--- config.mk ---
export PLATFORM = sky130hd
export DESIGN_NAME = adc_seq
export DESIGN_NICKNAME = d
export VERILOG_FILES = /design/src/hdl/adc_seq_pkg.sv /design/src/hdl/op_counter.sv /design/src/hdl/adc_seq.sv
export VERILOG_INCLUDE_DIRS = /design/src /design/src/hdl
export SDC_FILE = /design/constraint.sdc
export NUM_CORES = 1
export LEC_CHECK = 0
export ABC_AREA = 1
export BUFFER_PORTS_ARGS = -buffer_cell sky130_fd_sc_hd__buf_4
export CORE_ASPECT_RATIO = 1.25
export CORE_UTILIZATION = 54
export DETAILED_ROUTE_END_ITERATION = 10
export MAX_ROUTING_LAYER = met4
export PLACE_DENSITY = 0.8
export RECOVER_POWER = 50
export SLEW_MARGIN = 25
export SYNTH_ARGS = -nofsm -noshare
export SYNTH_HDL_FRONTEND = slang
export SYNTH_HIERARCHICAL = 1
export SYNTH_SLANG_ARGS = --single-unit
--- constraint.sdc ---
create_clock -name clk -period 2.3 [get_ports clk]
set_input_delay 0.345 -clock clk [delete_from_list [all_inputs] [get_ports clk]]
set_output_delay 0.345 -clock clk [all_outputs]
set_load 0.01 [all_outputs]
--- src/hdl/adc_seq_params.svh ---
`ifndef ADC_SEQ_PARAMS_SVH
`define ADC_SEQ_PARAMS_SVH

// register byte addresses
`define ADDR_CONTROL_ONE   12'h000
`define ADDR_CONTROL_TWO   12'h004
`define ADDR_CONTROL_THREE 12'h008

// reset values
`define RESET_CONTROL_ONE   16'h0000
`define RESET_CONTROL_TWO   16'h0000
`define RESET_CONTROL_THREE 16'h0000

// control one fields
`define POS_TWELVE_BIT     10
`define POS_TRIGGER_LO     5
`define POS_SIMULTANEOUS   3
`define POS_AUTO_SAMPLE    2
`define POS_SAMPLING       1
`define POS_DONE           0

// control two fields
`define POS_REF_LO         13
`define POS_SCAN           10
`define POS_COUNT_LO       8
`define POS_BUF_HALF       7
`define POS_RATE_LO        2
`define POS_SPLIT          1
`define POS_ALTERNATE      0

// control three fields
`define POS_CLOCK_SOURCE   15

// timing: conversion and follow-on sample times in ns, at 50 MHz
`define CLK_PERIOD_NS      20
`define CONVERT_TIME_NS    280
`define RESAMPLE_TIME_NS   100
`define CONVERT_CYCLES     (`CONVERT_TIME_NS / `CLK_PERIOD_NS)
`define RESAMPLE_CYCLES    ((`RESAMPLE_TIME_NS + `CLK_PERIOD_NS - 1) / `CLK_PERIOD_NS)

`endif

--- src/hdl/adc_seq_pkg.sv ---
package adc_seq_pkg;

  // sequencer states, gray along idle-sample-convert-resample
  typedef enum logic [1:0]
  {
    st_idle     = 2'b00,
    st_sample   = 2'b01,
    st_convert  = 2'b11,
    st_resample = 2'b10
  } seq_state_t;

  typedef logic [15:0] reg16_t;

endpackage

--- src/hdl/op_counter.sv ---
`timescale 1ns/1ps
`include "adc_seq_params.svh"

module op_counter
(
  // clock and reset
  input  wire logic       clk,
  input  wire logic       reset_n,
  // control
  input  wire logic       op_done,
  input  wire logic [3:0] increment_rate,
  input  wire logic       split_buffer_mode,
  // results
  output logic            advance,
  output logic            buffer_half_status,
  output logic [3:0]      op_count
);

  // -----------------------------------------
  // operations per advance
  // -----------------------------------------
  always_ff @(posedge clk or negedge reset_n)
  begin
    if (!reset_n)
      op_count <= 4'h0;
    else if (op_done)
    begin
      if (op_count >= increment_rate)
        op_count <= 4'h0;
      else
        op_count <= op_count + 4'h1;
    end
  end

  always_ff @(posedge clk or negedge reset_n)
  begin
    if (!reset_n)
      advance <= 1'b0;
    else
      advance <= op_done && (op_count >= increment_rate);
  end

  // -----------------------------------------
  // buffer half
  // -----------------------------------------
  always_ff @(posedge clk or negedge reset_n)
  begin
    if (!reset_n)
      buffer_half_status <= 1'b0;
    else if (!split_buffer_mode)
      buffer_half_status <= 1'b0;
    else if (op_done && (op_count >= increment_rate))
      buffer_half_status <= ~buffer_half_status;
  end

endmodule

--- src/hdl/adc_seq.sv ---
// The register offsets and the APB slave port were left to the implementer.
`timescale 1ns/1ps
`include "adc_seq_params.svh"

module adc_seq
(
  // clock and reset
  input  wire logic        clk,
  input  wire logic        reset_n,
  // apb slave
  input  wire logic        psel,
  input  wire logic        penable,
  input  wire logic        pwrite,
  input  wire logic [11:0] paddr,
  input  wire logic [31:0] pwdata,
  input  wire logic [3:0]  pstrb,
  output logic             pready,
  output logic [31:0]      prdata,
  output logic             pslverr,
  // trigger pin
  input  wire logic        conversion_trigger,
  // analog front end control
  output logic [3:0]       sample_hold_sampling,
  output logic             convert_active,
  output logic [1:0]       convert_channel,
  output logic             select_sample_b,
  output logic             scan_active,
  output logic             ref_positive_external,
  output logic             ref_negative_external,
  output logic             conversion_clock_source,
  // buffer side
  output logic             op_complete,
  output logic             dma_advance,
  output logic             buffer_half_status
);

  // -----------------------------------------
  // functions
  // -----------------------------------------
  function automatic logic [2:0] last_channel(input logic [1:0] count);
    begin
      if (count[1])
        last_channel = 3'd3;
      else if (count[0])
        last_channel = 3'd1;
      else
        last_channel = 3'd0;
    end
  endfunction

  function automatic logic [1:0] ref_decode(input logic [2:0] sel);
    begin
      case (sel)
        3'b001:  ref_decode = 2'b10;
        3'b010:  ref_decode = 2'b01;
        3'b011:  ref_decode = 2'b11;
        default: ref_decode = 2'b00;
      endcase
    end
  endfunction

  // -----------------------------------------
  // registers
  // -----------------------------------------
  adc_seq_pkg::reg16_t     control_one;
  adc_seq_pkg::reg16_t     control_two;
  adc_seq_pkg::reg16_t     control_three;
  adc_seq_pkg::seq_state_t state;
  logic                    done_flag;
  logic [2:0]              channel;
  logic [8:0]              timer;
  logic [2:0]              trig_sync;
  logic [1:0]              ref_code;

  // -----------------------------------------
  // field views
  // -----------------------------------------
  logic       twelve_bit_mode;
  logic [2:0] trigger_source;
  logic       simultaneous_sample_select;
  logic       auto_sampling_enable;
  logic [1:0] channel_count;
  logic       scan_enable;
  logic [3:0] increment_rate;
  logic       split_buffer_mode;
  logic       alternate_input_mode;
  logic [2:0] reference_select;
  logic       sampling_active;

  assign twelve_bit_mode      = control_one[`POS_TWELVE_BIT];
  assign trigger_source       = control_one[`POS_TRIGGER_LO +: 3];
  assign auto_sampling_enable = control_one[`POS_AUTO_SAMPLE];
  assign scan_enable          = control_two[`POS_SCAN];
  assign increment_rate       = control_two[`POS_RATE_LO +: 4];
  assign split_buffer_mode    = control_two[`POS_SPLIT];
  assign alternate_input_mode = control_two[`POS_ALTERNATE];
  assign reference_select     = control_two[`POS_REF_LO +: 3];
  assign ref_code             = ref_decode(reference_select);
  assign sampling_active      = (state == adc_seq_pkg::st_sample);
  assign simultaneous_sample_select =
    twelve_bit_mode ? 1'b0 : control_one[`POS_SIMULTANEOUS];
  assign channel_count =
    twelve_bit_mode ? 2'b00 : control_two[`POS_COUNT_LO +: 2];

  // -----------------------------------------
  // apb decode
  // -----------------------------------------
  logic setup_phase;
  logic write_now;
  logic addr_ok;
  logic wr_one;
  logic wr_two;
  logic wr_three;

  assign setup_phase = psel && !penable;
  assign write_now   = psel && penable && pready && pwrite && !pslverr;
  assign addr_ok     = (paddr == `ADDR_CONTROL_ONE) || (paddr == `ADDR_CONTROL_TWO) ||
                       (paddr == `ADDR_CONTROL_THREE);
  assign wr_one      = write_now && (paddr == `ADDR_CONTROL_ONE);
  assign wr_two      = write_now && (paddr == `ADDR_CONTROL_TWO);
  assign wr_three    = write_now && (paddr == `ADDR_CONTROL_THREE);

  logic [15:0] wmask;
  assign wmask = {{8{pstrb[1]}}, {8{pstrb[0]}}};

  logic [15:0] read_one;
  logic [15:0] read_two;
  always_comb
  begin
    read_one                    = control_one;
    read_one[`POS_SIMULTANEOUS] = simultaneous_sample_select;
    read_one[`POS_SAMPLING]     = sampling_active;
    read_one[`POS_DONE]         = done_flag;
    read_two                    = control_two;
    read_two[`POS_COUNT_LO +: 2] = channel_count;
    read_two[`POS_BUF_HALF]     = buffer_half_status;
  end

  always_ff @(posedge clk or negedge reset_n)
  begin
    if (!reset_n)
      pready <= 1'b0;
    else
      pready <= setup_phase;
  end

  always_ff @(posedge clk or negedge reset_n)
  begin
    if (!reset_n)
      pslverr <= 1'b0;
    else
      pslverr <= setup_phase && !addr_ok;
  end

  always_ff @(posedge clk or negedge reset_n)
  begin
    if (!reset_n)
      prdata <= 32'h00000000;
    else if (setup_phase && !pwrite)
    begin
      case (paddr)
        `ADDR_CONTROL_ONE:   prdata <= {16'h0000, read_one};
        `ADDR_CONTROL_TWO:   prdata <= {16'h0000, read_two};
        `ADDR_CONTROL_THREE: prdata <= {16'h0000, control_three};
        default:             prdata <= 32'h00000000;
      endcase
    end
  end

  // -----------------------------------------
  // control registers
  // -----------------------------------------
  localparam logic [15:0] ONE_MASK   = 16'h04EC;
  localparam logic [15:0] TWO_MASK   = 16'hE73F;

  always_ff @(posedge clk or negedge reset_n)
  begin
    if (!reset_n)
      control_one <= `RESET_CONTROL_ONE;
    else if (wr_one)
      control_one <= (control_one & ~(wmask & ONE_MASK)) |
                     (pwdata[15:0] & wmask & ONE_MASK);
  end

  always_ff @(posedge clk or negedge reset_n)
  begin
    if (!reset_n)
      control_two <= `RESET_CONTROL_TWO;
    else if (wr_two)
      control_two <= (control_two & ~(wmask & TWO_MASK)) |
                     (pwdata[15:0] & wmask & TWO_MASK);
  end

  always_ff @(posedge clk or negedge reset_n)
  begin
    if (!reset_n)
      control_three <= `RESET_CONTROL_THREE;
    else if (wr_three)
      control_three <= (control_three & ~wmask) | (pwdata[15:0] & wmask);
  end

  // -----------------------------------------
  // software sampling commands
  // -----------------------------------------
  logic sw_start;
  logic sw_end;
  assign sw_start = wr_one && pstrb[0] && pwdata[`POS_SAMPLING] && !auto_sampling_enable;
  assign sw_end   = wr_one && pstrb[0] && !pwdata[`POS_SAMPLING] &&
                    (trigger_source == 3'b000);

  // -----------------------------------------
  // trigger synchroniser
  // -----------------------------------------
  always_ff @(posedge clk or negedge reset_n)
  begin
    if (!reset_n)
      trig_sync <= 3'b000;
    else
      trig_sync <= {trig_sync[1:0], conversion_trigger};
  end

  logic hw_end;
  assign hw_end = (trigger_source != 3'b000) && trig_sync[1] && !trig_sync[2];

  // -----------------------------------------
  // sequencer
  // -----------------------------------------
  logic timer_zero;
  logic last_conv;
  logic start_conv;
  logic seq_finish;
  assign timer_zero = (timer == 9'd0);
  assign last_conv  = (channel == last_channel(channel_count));
  assign start_conv = (state == adc_seq_pkg::st_sample) && (sw_end || hw_end);
  assign seq_finish = (state == adc_seq_pkg::st_convert) && timer_zero && last_conv;

  always_ff @(posedge clk or negedge reset_n)
  begin
    if (!reset_n)
      state <= adc_seq_pkg::st_idle;
    else
    begin
      case (state)
        adc_seq_pkg::st_idle:
          if (sw_start || auto_sampling_enable)
            state <= adc_seq_pkg::st_sample;
        adc_seq_pkg::st_sample:
          if (start_conv)
            state <= adc_seq_pkg::st_convert;
        adc_seq_pkg::st_convert:
          if (timer_zero)
          begin
            if (!last_conv)
              state <= simultaneous_sample_select ? adc_seq_pkg::st_convert
                                                  : adc_seq_pkg::st_resample;
            else if (auto_sampling_enable)
              state <= adc_seq_pkg::st_sample;
            else
              state <= adc_seq_pkg::st_idle;
          end
        adc_seq_pkg::st_resample:
          if (timer_zero)
            state <= adc_seq_pkg::st_convert;
        default:
          state <= adc_seq_pkg::st_idle;
      endcase
    end
  end

  always_ff @(posedge clk or negedge reset_n)
  begin
    if (!reset_n)
      timer <= 9'd0;
    else if (start_conv)
      timer <= 9'(`CONVERT_CYCLES - 1);
    else if (state == adc_seq_pkg::st_convert && timer_zero && !last_conv)
      timer <= simultaneous_sample_select ? 9'(`CONVERT_CYCLES - 1)
                                          : 9'(`RESAMPLE_CYCLES - 1);
    else if (state == adc_seq_pkg::st_resample && timer_zero)
      timer <= 9'(`CONVERT_CYCLES - 1);
    else if (!timer_zero)
      timer <= timer - 9'd1;
  end

  always_ff @(posedge clk or negedge reset_n)
  begin
    if (!reset_n)
      channel <= 3'd0;
    else if (start_conv || seq_finish)
      channel <= 3'd0;
    else if (state == adc_seq_pkg::st_convert && timer_zero)
      channel <= channel + 3'd1;
  end

  // -----------------------------------------
  // completion flag
  // -----------------------------------------
  always_ff @(posedge clk or negedge reset_n)
  begin
    if (!reset_n)
      done_flag <= 1'b0;
    else if (seq_finish)
      done_flag <= 1'b1;
    else if (start_conv)
      done_flag <= 1'b0;
    else if (wr_one && pstrb[0] && !pwdata[`POS_DONE])
      done_flag <= 1'b0;
  end

  always_ff @(posedge clk or negedge reset_n)
  begin
    if (!reset_n)
      op_complete <= 1'b0;
    else
      op_complete <= seq_finish;
  end

  // -----------------------------------------
  // operation counting and buffer halves
  // -----------------------------------------
  op_counter u_op_counter
  (
    .clk                (clk),
    .reset_n            (reset_n),
    .op_done            (seq_finish),
    .increment_rate     (increment_rate),
    .split_buffer_mode  (split_buffer_mode),
    .advance            (dma_advance),
    .buffer_half_status (buffer_half_status),
    .op_count           ()
  );

  // -----------------------------------------
  // input selection
  // -----------------------------------------
  always_ff @(posedge clk or negedge reset_n)
  begin
    if (!reset_n)
      select_sample_b <= 1'b0;
    else if (!alternate_input_mode)
      select_sample_b <= 1'b0;
    else if (seq_finish)
      select_sample_b <= ~select_sample_b;
  end

  logic next_scan;
  assign next_scan = scan_enable && !(alternate_input_mode && select_sample_b);

  always_ff @(posedge clk or negedge reset_n)
  begin
    if (!reset_n)
      scan_active <= 1'b0;
    else
      scan_active <= next_scan;
  end

  // -----------------------------------------
  // analog control outputs
  // -----------------------------------------
  logic [3:0] next_sampling;
  always_comb
  begin
    next_sampling = 4'h0;
    if (state == adc_seq_pkg::st_sample)
    begin
      if (simultaneous_sample_select)
        next_sampling = channel_count[1] ? 4'hF : (channel_count[0] ? 4'h3 : 4'h1);
      else
        next_sampling = 4'h1;
    end
    else if (state == adc_seq_pkg::st_resample)
      next_sampling = 4'(4'h1 << channel[1:0]);
  end

  always_ff @(posedge clk or negedge reset_n)
  begin
    if (!reset_n)
      sample_hold_sampling <= 4'h0;
    else
      sample_hold_sampling <= next_sampling;
  end

  always_ff @(posedge clk or negedge reset_n)
  begin
    if (!reset_n)
    begin
      convert_active  <= 1'b0;
      convert_channel <= 2'b00;
    end
    else
    begin
      convert_active  <= (state == adc_seq_pkg::st_convert);
      convert_channel <= channel[1:0];
    end
  end

  always_ff @(posedge clk or negedge reset_n)
  begin
    if (!reset_n)
    begin
      ref_positive_external <= 1'b0;
      ref_negative_external <= 1'b0;
    end
    else
    begin
      ref_positive_external <= ref_code[1];
      ref_negative_external <= ref_code[0];
    end
  end

  always_ff @(posedge clk or negedge reset_n)
  begin
    if (!reset_n)
      conversion_clock_source <= 1'b0;
    else
      conversion_clock_source <= control_three[`POS_CLOCK_SOURCE];
  end

endmodule

==> out/metrics.csv <==
metric,value,unit
yosysSeqAreaShare,50.7,%
ys_async_sr_fraction,100,%
drc,0,
grt_pass1_wl,15.3,mm
min_period,2.07,ns
critical_path_arrival,2.34,ns
fin_worst_skew,0.0135,ns
n_fill_cell,696,
synth_most_common_cell,nand2_1,
drt_iter0_markers,222,
dieWidth,82.7,um
vias,3520,
netlist_area,4390,um^2
cp_slowest_cell,dfrtp_1,
n_antenna_cell,0,
clk_latency,0.37,ns
path_class,register to register,
netlist.area_leader.share,50.7,%
power,3.11,mW
ys_dominant_reg_cell,dfrtp_1,
setup_violations,0,
initial_core_util,56.0,%
path_cells,inv_1 -> ha_1 -> nand3_1 -> nor2_2 -> nand2_2 -> nor2_4 -> nand2_2 -> inv_4 -> nand2_2 -> nor3_2 -> xnor2_1 -> nor2_1,
maxSlewViolCount,0,
drive_above_1_share,14.3,%
cts_tree,done,
nNetsFinal,658,
wire_per_inst,13.7,um
slowest_delay,0.41,ns
p_leak,2.56,nW
synth_cell_types,41,
setup_ws,0.226,ns
hpwl,7.16,mm
routabilityCongestion,0.907,
crit_path_start_kind,register,
die-area,8500,um^2
tns,0,ns
via_per_inst,5.11,
ys_ff_latch,89,
gr-total-overflow,0,
ant_nets,0,
crit_required,2.57,ns
finalWirelength,9.43,mm
ios,103,
yosysTopAreaCell,dfrtp_1,
synth_area_per_cell,8.59,um^2
numCtsBuffers,9,
antenna_found_initial,0,
cts_sinks,89,
syn_to_final_growth,14.4,%
synth.area.top_cells,"dfrtp_1, nand2_1, inv_1",
crit_path_end_kind,register,
status,finished clean,
synth_edf_count,0,
max_freq,0.482,GHz
clockRootBuffer,clkbuf_8,
power_density,620,nW/um^2
drv_cap,0,
clk_pin_slew,0.10,ns
cts-htree-levels,3,
core,7840,um^2
yosysWarningCount,6,
worst_path_most_repeated_cell,nand2_2,
grt_max_degree,45,
tightest_slew,1.10,ns
die_h,103,um
portBuffers,68,
rows,36,
peakVddDrop,387,uV
synth_cells,511,
drtPass1Iterations,5,
hold_violations,0,
slew_headroom,26.7,%
path_max_fanout,8,
holdWs,0.103,ns
hold_path.class,primary input to register,
finalCritPeriodShare,90.2,%
clockBufferDepth,2,
rsz0062_at_grt,no,
grtUsageTotal,25.1,%
place_ws,0.152,ns
grt_pass1_vias,3332,
netlist_top_cells_count,"nand2_1, dfrtp_1, inv_1",
-- where the power goes --
group          internal (mW)  total (mW)  switching, mW
Combinational          0.159       0.435          0.277
Sequential              1.62        1.66         0.0413
Clock                  0.436        1.02          0.585
Total                   2.21        3.11          0.903
-- metal layers --
layer	vias to the layer above	GRT usage, %	wire [um]
met1	1637	29.9	3980
met5	-	-	0
met3	18	5.93	529
met2	105	40.9	4680
met4	0	9.68	248
li1	1760	-	-
-- through the flow --
step                      utilization (%)  cells  area (um^2)
after CTS                            65.9    689         5170
after global routing                 64.1    689         5020
final                                64.1    689         5020
after floorplan                         -    526         4450
after global placement               63.4    672         4970
after detailed placement             63.4    672         4970
-- worst paths after layout --
kind	startpoint	cells past startpoint	endpoint	slack (ns)
worst max register to register	timer[0]	12	u_op_counter/op_count[3]	0.23
max in group asynchronous	reset_n	3	asynchronous set/reset pin	0.48
worst max-delay path	timer[0]	12	u_op_counter/op_count[3]	0.23
worst min register to register	trig_sync[0]	0	trig_sync[1]	0.35
worst min-delay path	conversion_trigger	1	trig_sync[0]	0.10
min in group asynchronous	reset_n	2	asynchronous set/reset pin	0.71
-- layout by cell type, fill, tap and decap left out, types with 3 or more instances in the layout --
cell type  instances
nor2_1            21
clkbuf_8          10
inv_1             62
nand2_1          129
ha_1              15
nand2_2            7
buf_4             36
o21ai_1           26
xor2_1             4
xnor2_1            4
nand4_1            8
dfrtp_1           89
a21o_1             3
clkinv_1           3
o31ai_1            3
clkbuf_2           3
inv_6              3
o211ai_1           5
inv_2              8
conb_1            16
a21oi_1           11
nor3_1             7
nor2_2             5
nand3_1           37
o21ai_0           19
clkbuf_1          35
-- final cells by class --
| class | count | area, um^2 | area share [%] |
|---|---|---|---|
| sequential | 89 | 2230 | 44.3 |
| clock inverter | 6 | 48.8 | 0.972 |
| timing repair buffer | 77 | 442 | 8.79 |
| tap | 95 | 119 | 2.37 |
| inverter | 75 | 285 | 5.68 |
| multi-input combinational | 337 | 1760 | 35.1 |
| clock buffer | 10 | 138 | 2.74 |
-- worst max-delay path: cells and delay by family, from the launching register on --
kind,cells,cell delay (ns)
flip-flops,1,0.41
XOR/XNOR,1,0.13
buffers and inverters,2,0.23
AND/OR/NAND/NOR,8,1.01
adder cells (fa/ha/maj),1,0.20
-- repair_timing --
item	CTS	global route
setup buffers	0	0
hold endpoints to repair	41	0
gates resized for setup	0	3
setup endpoints to repair	0	2
hold buffers	1	0
-- cell families after synthesis --
kind of cell | after synthesis | share of synthesized area (%)
simple gates | 223 | 23.3
buf+inv | 100 | 10.2
flops | 89 | 50.7
compound gates | 73 | 9.26
fa+ha+maj | 15 | 4.27
xor+xnor | 8 | 1.60
mux | 2 | 0.484
other cells | 1 | 0.0854
Note: power is estimated with default switching activity, not from simulation.
